$ cat src/core/osc_mult_pkg.sv
// Constants for the oscillator trim and clock multiplier block
//
// What this block does
// - Coarse trim register: bits 6:0 read/write period, bit 7 reads zero.
// - Coarse trim zero is the slowest oscillator, all ones the fastest.
// - Coarse trim loads a factory value for 24 MHz after reset.
// - Fine trim register: bits 5:0 read/write, bits 7:6 read zero.
// - Fine trim adjusts the period finely and resets to a factory value.
// - Multiplier output is two or four times input; the times-four output is scaled by 1 down to 2/7.
// - Input select 00 int x2, 01 ext x2, 10 int x4, 11 ext x4.
// - With a times-two base selected, the scale field is ignored.
// - Scale code 111 gives 2/7; fractional duty cycle may differ from half.
// - Control bit 7 enables the multiplier and resets to zero.
// - Writing initialize together with the enable bit starts lock acquisition.
// - Ready flag in bit 5 reads one only when locked.
// - Slow inputs give four fast pulses per input rising edge with select bit 1 set, two with it clear.
// - Core clock source code 10 routes the multiplier output to the core.
package osc_mult_pkg;

    // ------------------------------------------------------------
    // Register map
    // ------------------------------------------------------------
    localparam logic [7:0] CTRL_ADDR = 8'h97;
    localparam logic [7:0] FINE_ADDR = 8'h9e;
    localparam logic [7:0] COARSE_ADDR = 8'ha2;
    localparam logic [7:0] CTRL_RESET = 8'h00;
    localparam logic [7:0] UNMAPPED_READ = 8'h00;

    // ------------------------------------------------------------
    // Control fields
    // ------------------------------------------------------------
    localparam int EN_BIT = 7;
    localparam int INIT_BIT = 6;
    localparam int RDY_BIT = 5;
    localparam int SCALE_LSB = 2;
    localparam int SCALE_W = 3;
    localparam int SEL_LSB = 0;
    localparam int SEL_W = 2;
    localparam int COARSE_W = 7;
    localparam int FINE_W = 6;

    // ------------------------------------------------------------
    // Scale codes and denominators (zero means no scaling)
    // ------------------------------------------------------------
    localparam logic [2:0] SCALE_1 = 3'h0;
    localparam logic [2:0] SCALE_2_3 = 3'h1;
    localparam logic [2:0] SCALE_2_4 = 3'h2;
    localparam logic [2:0] SCALE_2_5 = 3'h3;
    localparam logic [2:0] SCALE_2_6 = 3'h4;
    localparam logic [2:0] SCALE_2_7 = 3'h7;
    localparam logic [2:0] DEN_NONE = 3'h0;
    localparam logic [2:0] DEN_3 = 3'h3;
    localparam logic [2:0] DEN_4 = 3'h4;
    localparam logic [2:0] DEN_5 = 3'h5;
    localparam logic [2:0] DEN_6 = 3'h6;
    localparam logic [2:0] DEN_7 = 3'h7;
    localparam logic [2:0] SCALE_PASS = 3'h2;

    // ------------------------------------------------------------
    // Burst lengths, lock, core clock source codes
    // ------------------------------------------------------------
    localparam logic [2:0] BURST_X2 = 3'h2;
    localparam logic [2:0] BURST_X4 = 3'h4;
    localparam int LOCK_EDGES = 8;
    localparam logic [1:0] SRC_INT = 2'h0;
    localparam logic [1:0] SRC_EXT = 2'h1;
    localparam logic [1:0] SRC_MULT = 2'h2;

    typedef enum logic [1:0] {ST_IDLE, ST_ACQUIRE, ST_LOCKED} mult_state_t;

endpackage : osc_mult_pkg

$ cat src/core/mult_link_if.sv
// Tick stream and scale setting between multiplier core and scaler
`timescale 1ns/1ps
interface mult_link_if;
    logic ce;
    logic base_tick;
    logic [2:0] scale_den;
    logic out_tick;

    modport core (output ce, output base_tick, output scale_den, input out_tick);
    modport scaler (input ce, input base_tick, input scale_den, output out_tick);
endinterface : mult_link_if

$ cat src/core/osc_trim_mult.sv
// Oscillator trim registers, clock multiplier and core clock routing
`timescale 1ns/1ps
module osc_trim_mult #(
    parameter int LOCK_EDGES_P = osc_mult_pkg::LOCK_EDGES // Input edges to lock
) (
    input wire logic clk,                        // System clock, 125 MHz
    input wire logic rst_b,                      // Async reset, active low
    input wire logic ce,                         // Clock enable, freezes state when low
    input wire logic [7:0] sfr_addr,             // Register address
    input wire logic sfr_wr,                     // Write strobe
    input wire logic sfr_rd,                     // Read strobe
    input wire logic [7:0] sfr_wdata,            // Write data
    output logic [7:0] sfr_rdata,                // Read data, registered
    input wire logic [6:0] cal_coarse,           // Factory coarse calibration
    input wire logic [5:0] cal_fine,             // Factory fine calibration
    input wire logic int_osc_in,                 // Internal oscillator level
    input wire logic ext_osc_in,                 // External oscillator level
    input wire logic [1:0] core_clock_source_select, // Core clock source code
    output logic [6:0] trim_coarse,              // Coarse period trim to oscillator
    output logic [5:0] trim_fine,                // Fine period trim to oscillator
    output logic mult_tick,                      // Multiplier output pulse
    output logic mult_locked_flag,               // Multiplier locked
    output logic core_clock_tick                 // Routed core clock pulse, or the registered ext_osc_in level
);
    import osc_mult_pkg::*;

    mult_link_if link ();

    logic [7:0] ctrl_reg;
    logic [7:0] ctrl_next;
    logic [6:0] coarse_reg;
    logic [6:0] coarse_next;
    logic [5:0] fine_reg;
    logic [5:0] fine_next;
    logic cal_pend_reg;
    logic cal_pend_next;
    logic [7:0] rdata_reg;
    logic [7:0] rdata_next;
    mult_state_t state_reg;
    mult_state_t state_next;
    logic [7:0] edge_cnt_reg;
    logic [7:0] edge_cnt_next;
    logic prev_in_reg;
    logic prev_int_reg;
    logic [2:0] burst_reg;
    logic [2:0] burst_next;
    logic core_tick_reg;
    logic core_tick_next;
    logic [2:0] den;

    logic ctrl_wr;
    logic sel_in;
    logic in_rise;
    logic en;
    logic [1:0] sel;
    logic [2:0] scale;

    assign ctrl_wr = sfr_wr && sfr_addr == CTRL_ADDR;
    assign en = ctrl_reg[EN_BIT];
    assign sel = ctrl_reg[SEL_LSB +: SEL_W];
    assign scale = ctrl_reg[SCALE_LSB +: SCALE_W];
    assign sel_in = sel[0] ? ext_osc_in : int_osc_in;
    assign in_rise = sel_in && !prev_in_reg;

    // ------------------------------------------------------------
    // Register file
    // ------------------------------------------------------------
    always_comb begin
        ctrl_next = ctrl_reg;
        coarse_next = coarse_reg;
        fine_next = fine_reg;
        cal_pend_next = 1'b0;
        rdata_next = rdata_reg;
        if (cal_pend_reg) begin
            coarse_next = cal_coarse;
            fine_next = cal_fine;
        end
        if (sfr_wr) begin
            case (sfr_addr)
                CTRL_ADDR: begin
                    ctrl_next = sfr_wdata;
                    ctrl_next[RDY_BIT] = 1'b0;
                end
                FINE_ADDR: fine_next = sfr_wdata[FINE_W-1:0];
                COARSE_ADDR: coarse_next = sfr_wdata[COARSE_W-1:0];
                default: ;
            endcase
        end
        if (sfr_rd) begin
            case (sfr_addr)
                CTRL_ADDR: begin
                    rdata_next = ctrl_reg;
                    rdata_next[RDY_BIT] = (state_reg == ST_LOCKED);
                end
                FINE_ADDR: rdata_next = {2'h0, fine_reg};
                COARSE_ADDR: rdata_next = {1'b0, coarse_reg};
                default: rdata_next = UNMAPPED_READ;
            endcase
        end
    end

    // Calibration is taken on the first enabled edge after reset release
    always_ff @(posedge clk or negedge rst_b) begin
        if (!rst_b) begin
            ctrl_reg <= CTRL_RESET;
            coarse_reg <= '0;
            fine_reg <= '0;
            cal_pend_reg <= 1'b1;
            rdata_reg <= 8'h00;
        end else if (ce) begin
            ctrl_reg <= ctrl_next;
            coarse_reg <= coarse_next;
            fine_reg <= fine_next;
            cal_pend_reg <= cal_pend_next;
            rdata_reg <= rdata_next;
        end
    end

    // Larger code gives a shorter oscillator period
    assign trim_coarse = coarse_reg;
    assign trim_fine = fine_reg;
    assign sfr_rdata = rdata_reg;

    // ------------------------------------------------------------
    // Lock acquisition
    // ------------------------------------------------------------
    always_comb begin
        state_next = state_reg;
        edge_cnt_next = edge_cnt_reg;
        case (state_reg)
            ST_IDLE: edge_cnt_next = 8'h00;
            ST_ACQUIRE: begin
                if (in_rise) begin
                    if (edge_cnt_reg >= 8'(LOCK_EDGES_P - 1)) begin
                        state_next = ST_LOCKED;
                    end else begin
                        edge_cnt_next = edge_cnt_reg + 8'h01;
                    end
                end
            end
            ST_LOCKED: ;
            default: state_next = ST_IDLE;
        endcase
        if (ctrl_wr) begin
            if (sfr_wdata[EN_BIT] && sfr_wdata[INIT_BIT]) begin
                state_next = ST_ACQUIRE;
                edge_cnt_next = 8'h00;
            end else if (!sfr_wdata[EN_BIT] || sfr_wdata[SEL_LSB +: SEL_W] != sel) begin
                state_next = ST_IDLE;
            end
        end
    end

    always_ff @(posedge clk or negedge rst_b) begin
        if (!rst_b) begin
            state_reg <= ST_IDLE;
            edge_cnt_reg <= 8'h00;
        end else if (ce) begin
            state_reg <= state_next;
            edge_cnt_reg <= edge_cnt_next;
        end
    end

    assign mult_locked_flag = (state_reg == ST_LOCKED);

    // ------------------------------------------------------------
    // Pulse bursts per input rising edge, scale and routing
    // ------------------------------------------------------------
    always_comb begin
        burst_next = burst_reg;
        if (!en) begin
            burst_next = 3'h0;
        end else if (in_rise) begin
            burst_next = sel[1] ? BURST_X4 : BURST_X2;
        end else if (burst_reg != 3'h0) begin
            burst_next = burst_reg - 3'h1;
        end
    end

    always_comb begin
        den = DEN_NONE;
        if (sel[1]) begin
            case (scale)
                SCALE_2_3: den = DEN_3;
                SCALE_2_4: den = DEN_4;
                SCALE_2_5: den = DEN_5;
                SCALE_2_6: den = DEN_6;
                SCALE_2_7: den = DEN_7;
                default: den = DEN_NONE;
            endcase
        end
    end

    // Internal edges keep their own history, since prev_in_reg may follow the external line
    always_comb begin
        case (core_clock_source_select)
            SRC_INT: core_tick_next = int_osc_in && !prev_int_reg;
            SRC_EXT: core_tick_next = ext_osc_in;
            SRC_MULT: core_tick_next = link.out_tick;
            default: core_tick_next = 1'b0;
        endcase
    end

    always_ff @(posedge clk or negedge rst_b) begin
        if (!rst_b) begin
            prev_in_reg <= 1'b0;
            prev_int_reg <= 1'b0;
            burst_reg <= 3'h0;
            core_tick_reg <= 1'b0;
        end else if (ce) begin
            prev_in_reg <= sel_in;
            prev_int_reg <= int_osc_in;
            burst_reg <= burst_next;
            core_tick_reg <= core_tick_next;
        end
    end

    assign link.ce = ce;
    assign link.base_tick = en && burst_reg != 3'h0;
    assign link.scale_den = den;
    assign mult_tick = link.out_tick;
    assign core_clock_tick = core_tick_reg;

    pulse_scaler u_scaler (
        .clk(clk),
        .rst_b(rst_b),
        .link(link)
    );
endmodule : osc_trim_mult

$ cat src/core/pulse_scaler.sv
// Fractional pulse scaler: passes two of every N base pulses
`timescale 1ns/1ps
module pulse_scaler (
    input wire logic clk,          // System clock
    input wire logic rst_b,        // Async reset, active low
    mult_link_if.scaler link       // Base ticks in, scaled ticks out
);
    import osc_mult_pkg::*;

    logic [2:0] phase_reg;
    logic [2:0] phase_next;
    logic out_reg;
    logic out_next;

    // ------------------------------------------------------------
    // Phase counter: pulses at phase 0 and 1 pass, the rest are dropped
    // ------------------------------------------------------------
    always_comb begin
        phase_next = phase_reg;
        out_next = 1'b0;
        if (link.base_tick) begin
            if (link.scale_den == DEN_NONE) begin
                out_next = 1'b1;
                phase_next = 3'h0;
            end else begin
                out_next = (phase_reg < SCALE_PASS);
                if (phase_reg >= link.scale_den - 3'h1) begin
                    phase_next = 3'h0;
                end else begin
                    phase_next = phase_reg + 3'h1;
                end
            end
        end
    end

    always_ff @(posedge clk or negedge rst_b) begin
        if (!rst_b) begin
            phase_reg <= 3'h0;
            out_reg <= 1'b0;
        end else if (link.ce) begin
            phase_reg <= phase_next;
            out_reg <= out_next;
        end
    end

    assign link.out_tick = out_reg;
endmodule : pulse_scaler

$ cat config.mk
export PLATFORM = sky130hd
export DESIGN_NAME = osc_trim_mult
export DESIGN_NICKNAME = d
export VERILOG_FILES = /design/src/core/osc_mult_pkg.sv /design/src/core/mult_link_if.sv /design/src/core/osc_trim_mult.sv /design/src/core/pulse_scaler.sv
export SDC_FILE = /design/constraint.sdc
export NUM_CORES = 1
export LEC_CHECK = 0
export BUFFER_PORTS_ARGS = -buffer_cell sky130_fd_sc_hd__buf_2
export CORE_UTILIZATION = 40
export CTS_BUF_LIST = sky130_fd_sc_hd__clkbuf_2 sky130_fd_sc_hd__clkbuf_4 sky130_fd_sc_hd__clkbuf_8
export CTS_CLUSTER_SIZE = 8
export DETAILED_ROUTE_END_ITERATION = 12
export PLACE_DENSITY = 0.66
export SLEW_MARGIN = 20
export SYNTH_ARGS = -nofsm -noshare
export SYNTH_HDL_FRONTEND = slang
export SYNTH_SLANG_ARGS = --single-unit
$ cat constraint.sdc
create_clock -name clk -period 2.4 [get_ports clk]
set_clock_uncertainty 0.15 [all_clocks]
set_input_delay 0.36 -clock clk [delete_from_list [all_inputs] [get_ports clk]]
set_output_delay 0.36 -clock clk [all_outputs]
set_load 0.03 [all_outputs]
---- Word-level counts from Yosys, hierarchy flattened ----
Cells that the tools add are included.
operators by class
  order comparisons ....................... 3
  multiplexer cells ....................... 30
  reduce and logical (&&, ||, !) cells .... 18
  eq/ne operators ......................... 14
  add/sub/neg operators ................... 4
operator list
  kind                 number
  $mux 8               4
  $eq 8x8->1 const B   3
  $pmux 8 s3           1
  $mux 3               7
  $mux 7               3
  $mux 6               3
  $pmux 8 s2           1
  $pmux 3 s5           1
  $mux 2               5
  $add 8x1->8 const B  1
  $ge 8x3->1 const B   1
  $eq 3x2->1 const B   2
  $eq 3x3->1 const B   2
  $reduce_and 2->1     3
  $sub 3x1->3 const B  2
  $logic_and 1x1->1    5
  $eq 2x1->1 const B   2
  $eq 2x2->1 const B   2
  $logic_not 2->1      2
  $pmux 2 s2           1
  $add 3x1->3 const B  1
  $eq 3x1->1 const B   1
  $ge 3x3->1           1
  $logic_not 1->1      3
  other kinds (10)     12
word-level totals
  logic and storage cells ................. 82
  register bits ........................... 49
  input port bits ......................... 38
  output and inout bits ................... 24

---- Logic depth before layout (Yosys ltp) ----
  depth after elaboration ................. 7
  depth in mapped cells ................... 10
  mapped depth without buffers ............ 10

---- Modules after synthesis ----
Synthesis repeated with hierarchy kept, for this count alone.
unflattened totals
  cells, all modules ...................... 273
  area, all modules ....................... 2,824.0 µm²
modules (own cells, without submodules)
  module         sequential area each (µm²)  cells an instance  area each (µm²)  times used
  osc_trim_mult  1,127.3                     241                2,508.7          1
  pulse_scaler   100.1                       32                 315.3            1

---- Worst setup path before layout ----
OpenSTA, ideal clock, no wires.
  path type ............................... register to register
  from .................................... register ctrl_reg[3]
  to ...................................... register u_scaler.phase_reg[0]
  path slack .............................. 75 ps
  required time ........................... 2,184 ps
  clock period less this slack ............ 2,325 ps
  setup time .............................. 66 ps
  path buffers ............................ 0
  cell stages (with the launch flop) ...... 10
  arrival time ............................ 2,109 ps
  cells stage by stage .................... dfrtp_1 > nand2b_1 > o21ai_0 > nand2_1 > ha_1 > xor2_1 > ha_1 > nor2b_1 > nor4_1 > mux2_2
between the ends
  cells in the longest elaborated chain, start to end .. 7
  elaborated cells between the ends (all ways) .. 12
  those cells by class .................... 1 x add/sub; 1 x order compare; 5 x eq/ne; 4 x mux; 1 x reduce/logical
ends and longest elaborated chain
  element                             RTL line              RTL
  from (decl)                         osc_trim_mult.sv:29   logic [7:0] ctrl_reg;
  from (signal assigned)              osc_trim_mult.sv:111  ctrl_reg <= ctrl_next;
  $eq 3x3->1 (tied with other cells)  osc_trim_mult.sv:183  case (scale)
  $pmux 3 s5 (*)                      osc_trim_mult.sv:183
  $mux 3 (*)                          osc_trim_mult.sv:182  if (sel[1]) begin
  $sub 3x1->3                         pulse_scaler.sv:27    if (phase_reg >= link.scale_den - 3'h1) begin
  $ge 3x3->1                          pulse_scaler.sv:27
  $mux 3                              pulse_scaler.sv:27
  $mux 3 (*)                          pulse_scaler.sv:22    if (link.scale_den == DEN_NONE) begin
  to (signal assigned)                pulse_scaler.sv:41    phase_reg <= phase_next;
  to (decl)                           pulse_scaler.sv:10    logic [2:0] phase_reg;
Every way passes the cells marked *; elsewhere a longest branch is shown, timed or not.
A chain may end at the register's enable or synchronous reset.

---- Final worst setup path ----
  from .................................... register ctrl_reg[3]
  to ...................................... register u_scaler.phase_reg[2]
The elaborated chain is that of the path after synthesis.

==> metrics.md <==
| Metric | Value |
|---|---|
| Fraction of final layout cells with drive strength greater than 1 | 32.2% |
| I/O Pins | 62 |
| Post-detailed-routing wire length | 6.65 mm |
| Final worst path period share | 98.4% |
| Hold bufs inserted after CTS | 0 |
| Number of placement rows | 29 |
| Count of flip-flops with a built-in enable after synthesis | 0 |
| Clock buffers created by TritonCTS | 5 |
| Worst min-delay path category | in -> async |
| Launching point of the worst reg2reg path | ctrl_reg[3] |
| Post-synthesis cell type count | 52 |
| Total count of hold-check failures in the final report | 4 |
| Sw frac | 30.7% |
| Headroom to the max-slew limit | 59.2% |
| Synthesized area per cell | 10.1 um2 |
| Clock root buffer master | clkbuf_8 |
| # diodes | 0 |
| TritonCTS Sinks | 49 |
| Clk_lat worst skew | 0.30 ns |
| Initial DRT Pass Iterations | 5 |
| Net total in the final layout | 378 |
| Signal arrival time at the worst endpoint | 2.45 ns |
| Sequential cell area fraction in the yosys report | 46.5% |
| Maximum buffer depth of the clock tree | 2 |
| Area Growth Syn to Fin | 22.1% |
| Hold WS | -0.00433 ns |
| Worst-path cell with the longest stage delay | dfrtp_1 |
| Internal power contribution | 1230 uW |
| Most used flip-flop cell after synthesis | dfrtp_1 |
| Max IR drop VDD | 0.000328 V |
| Starting DRC count in detailed routing | 113 |
| Via count of the first global-routing pass | 2,225 |
| Maximum fanout along the worst path | 4 |
| Violated checks | negative hold slack |
| Post-Syn Instances | 261 |
| Switching pwr | 544 uW |
| Floorplan die width | 83.2 um |
| Final-report setup violation count | 0 |
| Critical register-to-register path endpoint | u_scaler.phase_reg[2] |
| Area of the core | 0.00635 mm2 |
| Cells taking the most area after synthesis | dfrtp_1 45%, a21oi_1 4.4%, ha_1 4.3%, nor2_1 3.3%, o22ai_1 3.1% |
| Final Total Pwr | 1770 uW |
| Level count of the clock H-tree | 2 |
| Buffers on Ports | 61 |
| Clock tree from TritonCTS | done |
| Remaining DRCs | 0 |
| Warning count from the yosys run | 0 |
| Flop pwr share | 53.9% |
| Initial core utilization | 41.6% |
| Antenna Violating Nets Remaining | 0 |
| Transition time of the tightest slew-check pin | 0.612 ns |
| Leak Pwr | 0.00143 uW |
| Class of the most critical setup path | reg -> reg |
| Final worst path period need | 2.36 ns |
| Startpoint types | flop |
| Final routed wire length divided by cell count | 16.2 um |
| Power per Cell Area | 550 mW/mm2 |
| Clock-pin slew of the registers on the worst-case setup and hold paths | 0.09 ns |
| Die area | 0.00693 mm2 |
| Proportion of netlist area held by the largest area contributor | 45.5% |
| Global-route wire length before repair | 10.7 mm |
| Nature of the critical path endpoint | flop |
| Share of power burned in combinational logic | 18.4% |
| Total track usage | 19.3% |
| Count leader, synth | dfrtp_1 |
| Initial antenna violation count | 0 |
| Commonest cells post-synth | 48 x dfrtp_1, 23 x a21oi_1, 23 x nor2_1 |
| HPWL Detailed | 4.90 mm |
| Worst reg2reg setup slack | 0.04 ns |
| Sum of overflow across all layers after global routing | 0 |
| Largest net degree at the start of global routing | 50 |
| FILL cells | 584 |
| Async set-reset flop share out of synthesis | 100% |
| Highest clock frequency the design can meet | 0.423 GHz |
| Area of the mapped netlist | 0.00264 mm2 |
| Worst-path cell chain | nand2b_4 > nand3_1 > o21ai_1 > nand2_2 > ha_2 > xor2_1 > ha_1 > nor2b_4 > o41ai_2 > a22o_1 |
| Final number of max-transition violations | 0 |
| Biggest area consumer among synthesized cells | dfrtp_1 |
| Total number of vias | 2,324 |
| Worst path max stage delay | 0.44 ns |
| Worst endpoint required time | 2.49 ns |
| Final RePlAce weighted congestion | 0.816 |
| Synth Net Count | 308 |
| Number of synthesized register bits | 49 |
| Final design utilization | 50.8% |
| Relative contribution of the clock network to total power | 27.7% |
| Worst Reg-to-Reg Cells | 10 |
| Result of the run | finished with violations |
| Via count normalized by instance count | 5.68 |
| Number of maximum-capacitance constraint violations | 0 |
| Die height | 83.2 um |
logic make-up after synthesis:
logic type                 share of synthesized area, %
buffers and inverters                              2.46
muxes                                              4.22
adders and majority gates                          4.27
AOI/OAI and AO/OA                                  20.5
DFF                                                46.5
and+or+nand+nor                                    20.0
xor gates and xnor gates                           1.99
power by group through the flow:
stage | Clock (uW) | Combinational (uW) | Sequential [uW]
final | 491 | 326 | 955
after global routing | 533 | 361 | 963
after CTS | 501 | 326 | 952
after detailed placement | 0 | 325 | 968
after global placement | 0 | 319 | 963
after floorplan | 0 | 140 | 1010
critical path: cells and delay by family, from the launching register on:
family          cells  cell delay, ns
xor+xnor            1            0.15
fa+ha+maj           2            0.48
simple gates        4            0.51
compound gates      3            0.59
flops               1            0.44
layout make-up:
class,instances,area (um2),area share (%)
clock inverters,2,10.0,0.311
well taps,77,96.3,2.99
clock buffers,6,76.3,2.37
inverters,6,22.5,0.699
flip-flops and latches,49,1230,38.1
multi-input cells,199,1420,44.0
repair buffers,70,373,11.6
how the worst max path moves through the flow:
stage	start	end	slack, ns
floorplan	ctrl_reg[3]	u_scaler.phase_reg[0]	0.07
global placement	ctrl_reg[3]	u_scaler.phase_reg[0]	-0.008
detailed placement	ctrl_reg[3]	u_scaler.phase_reg[0]	-0.11
CTS	ctrl_reg[3]	u_scaler.phase_reg[2]	0.05
global route	ctrl_reg[3]	u_scaler.phase_reg[2]	-0.05
finish	ctrl_reg[3]	u_scaler.phase_reg[2]	0.04
placed cells by master, fill, tap and decap left out, drive strengths merged, types with 2 or more instances in the layout:
| master | Yosys | final |
|---|---|---|
| buf | 6 | 70 |
| dfrtp | 48 | 48 |
| a21oi | 25 | 25 |
| nor2 | 24 | 24 |
| nand2 | 23 | 23 |
| o21ai | 18 | 18 |
| o22ai | 13 | 13 |
| nand3 | 10 | 10 |
| a22o | 9 | 9 |
| ha | 9 | 9 |
| mux2 | 9 | 9 |
| inv | 6 | 6 |
| a22oi | 6 | 6 |
| clkbuf | 1 | 6 |
| nand2b | 6 | 6 |
| xnor2 | 5 | 5 |
| and2 | 5 | 5 |
| nand3b | 4 | 4 |
| nor3 | 3 | 3 |
| nor2b | 3 | 3 |
| nor4 | 3 | 3 |
| and3 | 2 | 2 |
| o21a | 2 | 2 |
| o31ai | 2 | 2 |
| o2bb2ai | 2 | 2 |
| nor3b | 2 | 2 |
| clkinv | 0 | 2 |
| or2 | 2 | 2 |
per-layer routing:
layer  track usage [%]  vias up  wire length [um]
met4              4.70        0                85
met3              3.58        8               292
li1                  -     1106                 -
met2              31.3       63              3160
met1              26.9     1147              3110
met5                 0        -                 0
metrics by stage:
| stage | cells | setup TNS (ns) | hold WS [ns] | setup slack (ns) | area [um2] |
|---|---|---|---|---|---|
| after floorplan | 261 | 0 | -0.0856 | 0.0747 | 2640 |
| after global placement | 399 | -0.00810 | 0.309 | -0.00810 | 3050 |
| after detailed placement | 399 | -0.285 | 0.316 | -0.109 | 3050 |
| after CTS | 407 | 0 | 0.0259 | 0.0452 | 3140 |
| after global routing | 409 | -0.111 | 0.0608 | -0.0538 | 3220 |
| final | 409 | 0 | -0.00433 | 0.0387 | 3220 |
repair_timing:
item | in CTS | in global routing
gates resized for setup | 1 | 11
pin swaps | 1 | 3
setup buffers | 0 | 2
endpoints found under the setup margin | 3 | 3
Power figures use the tool's default switching activity.
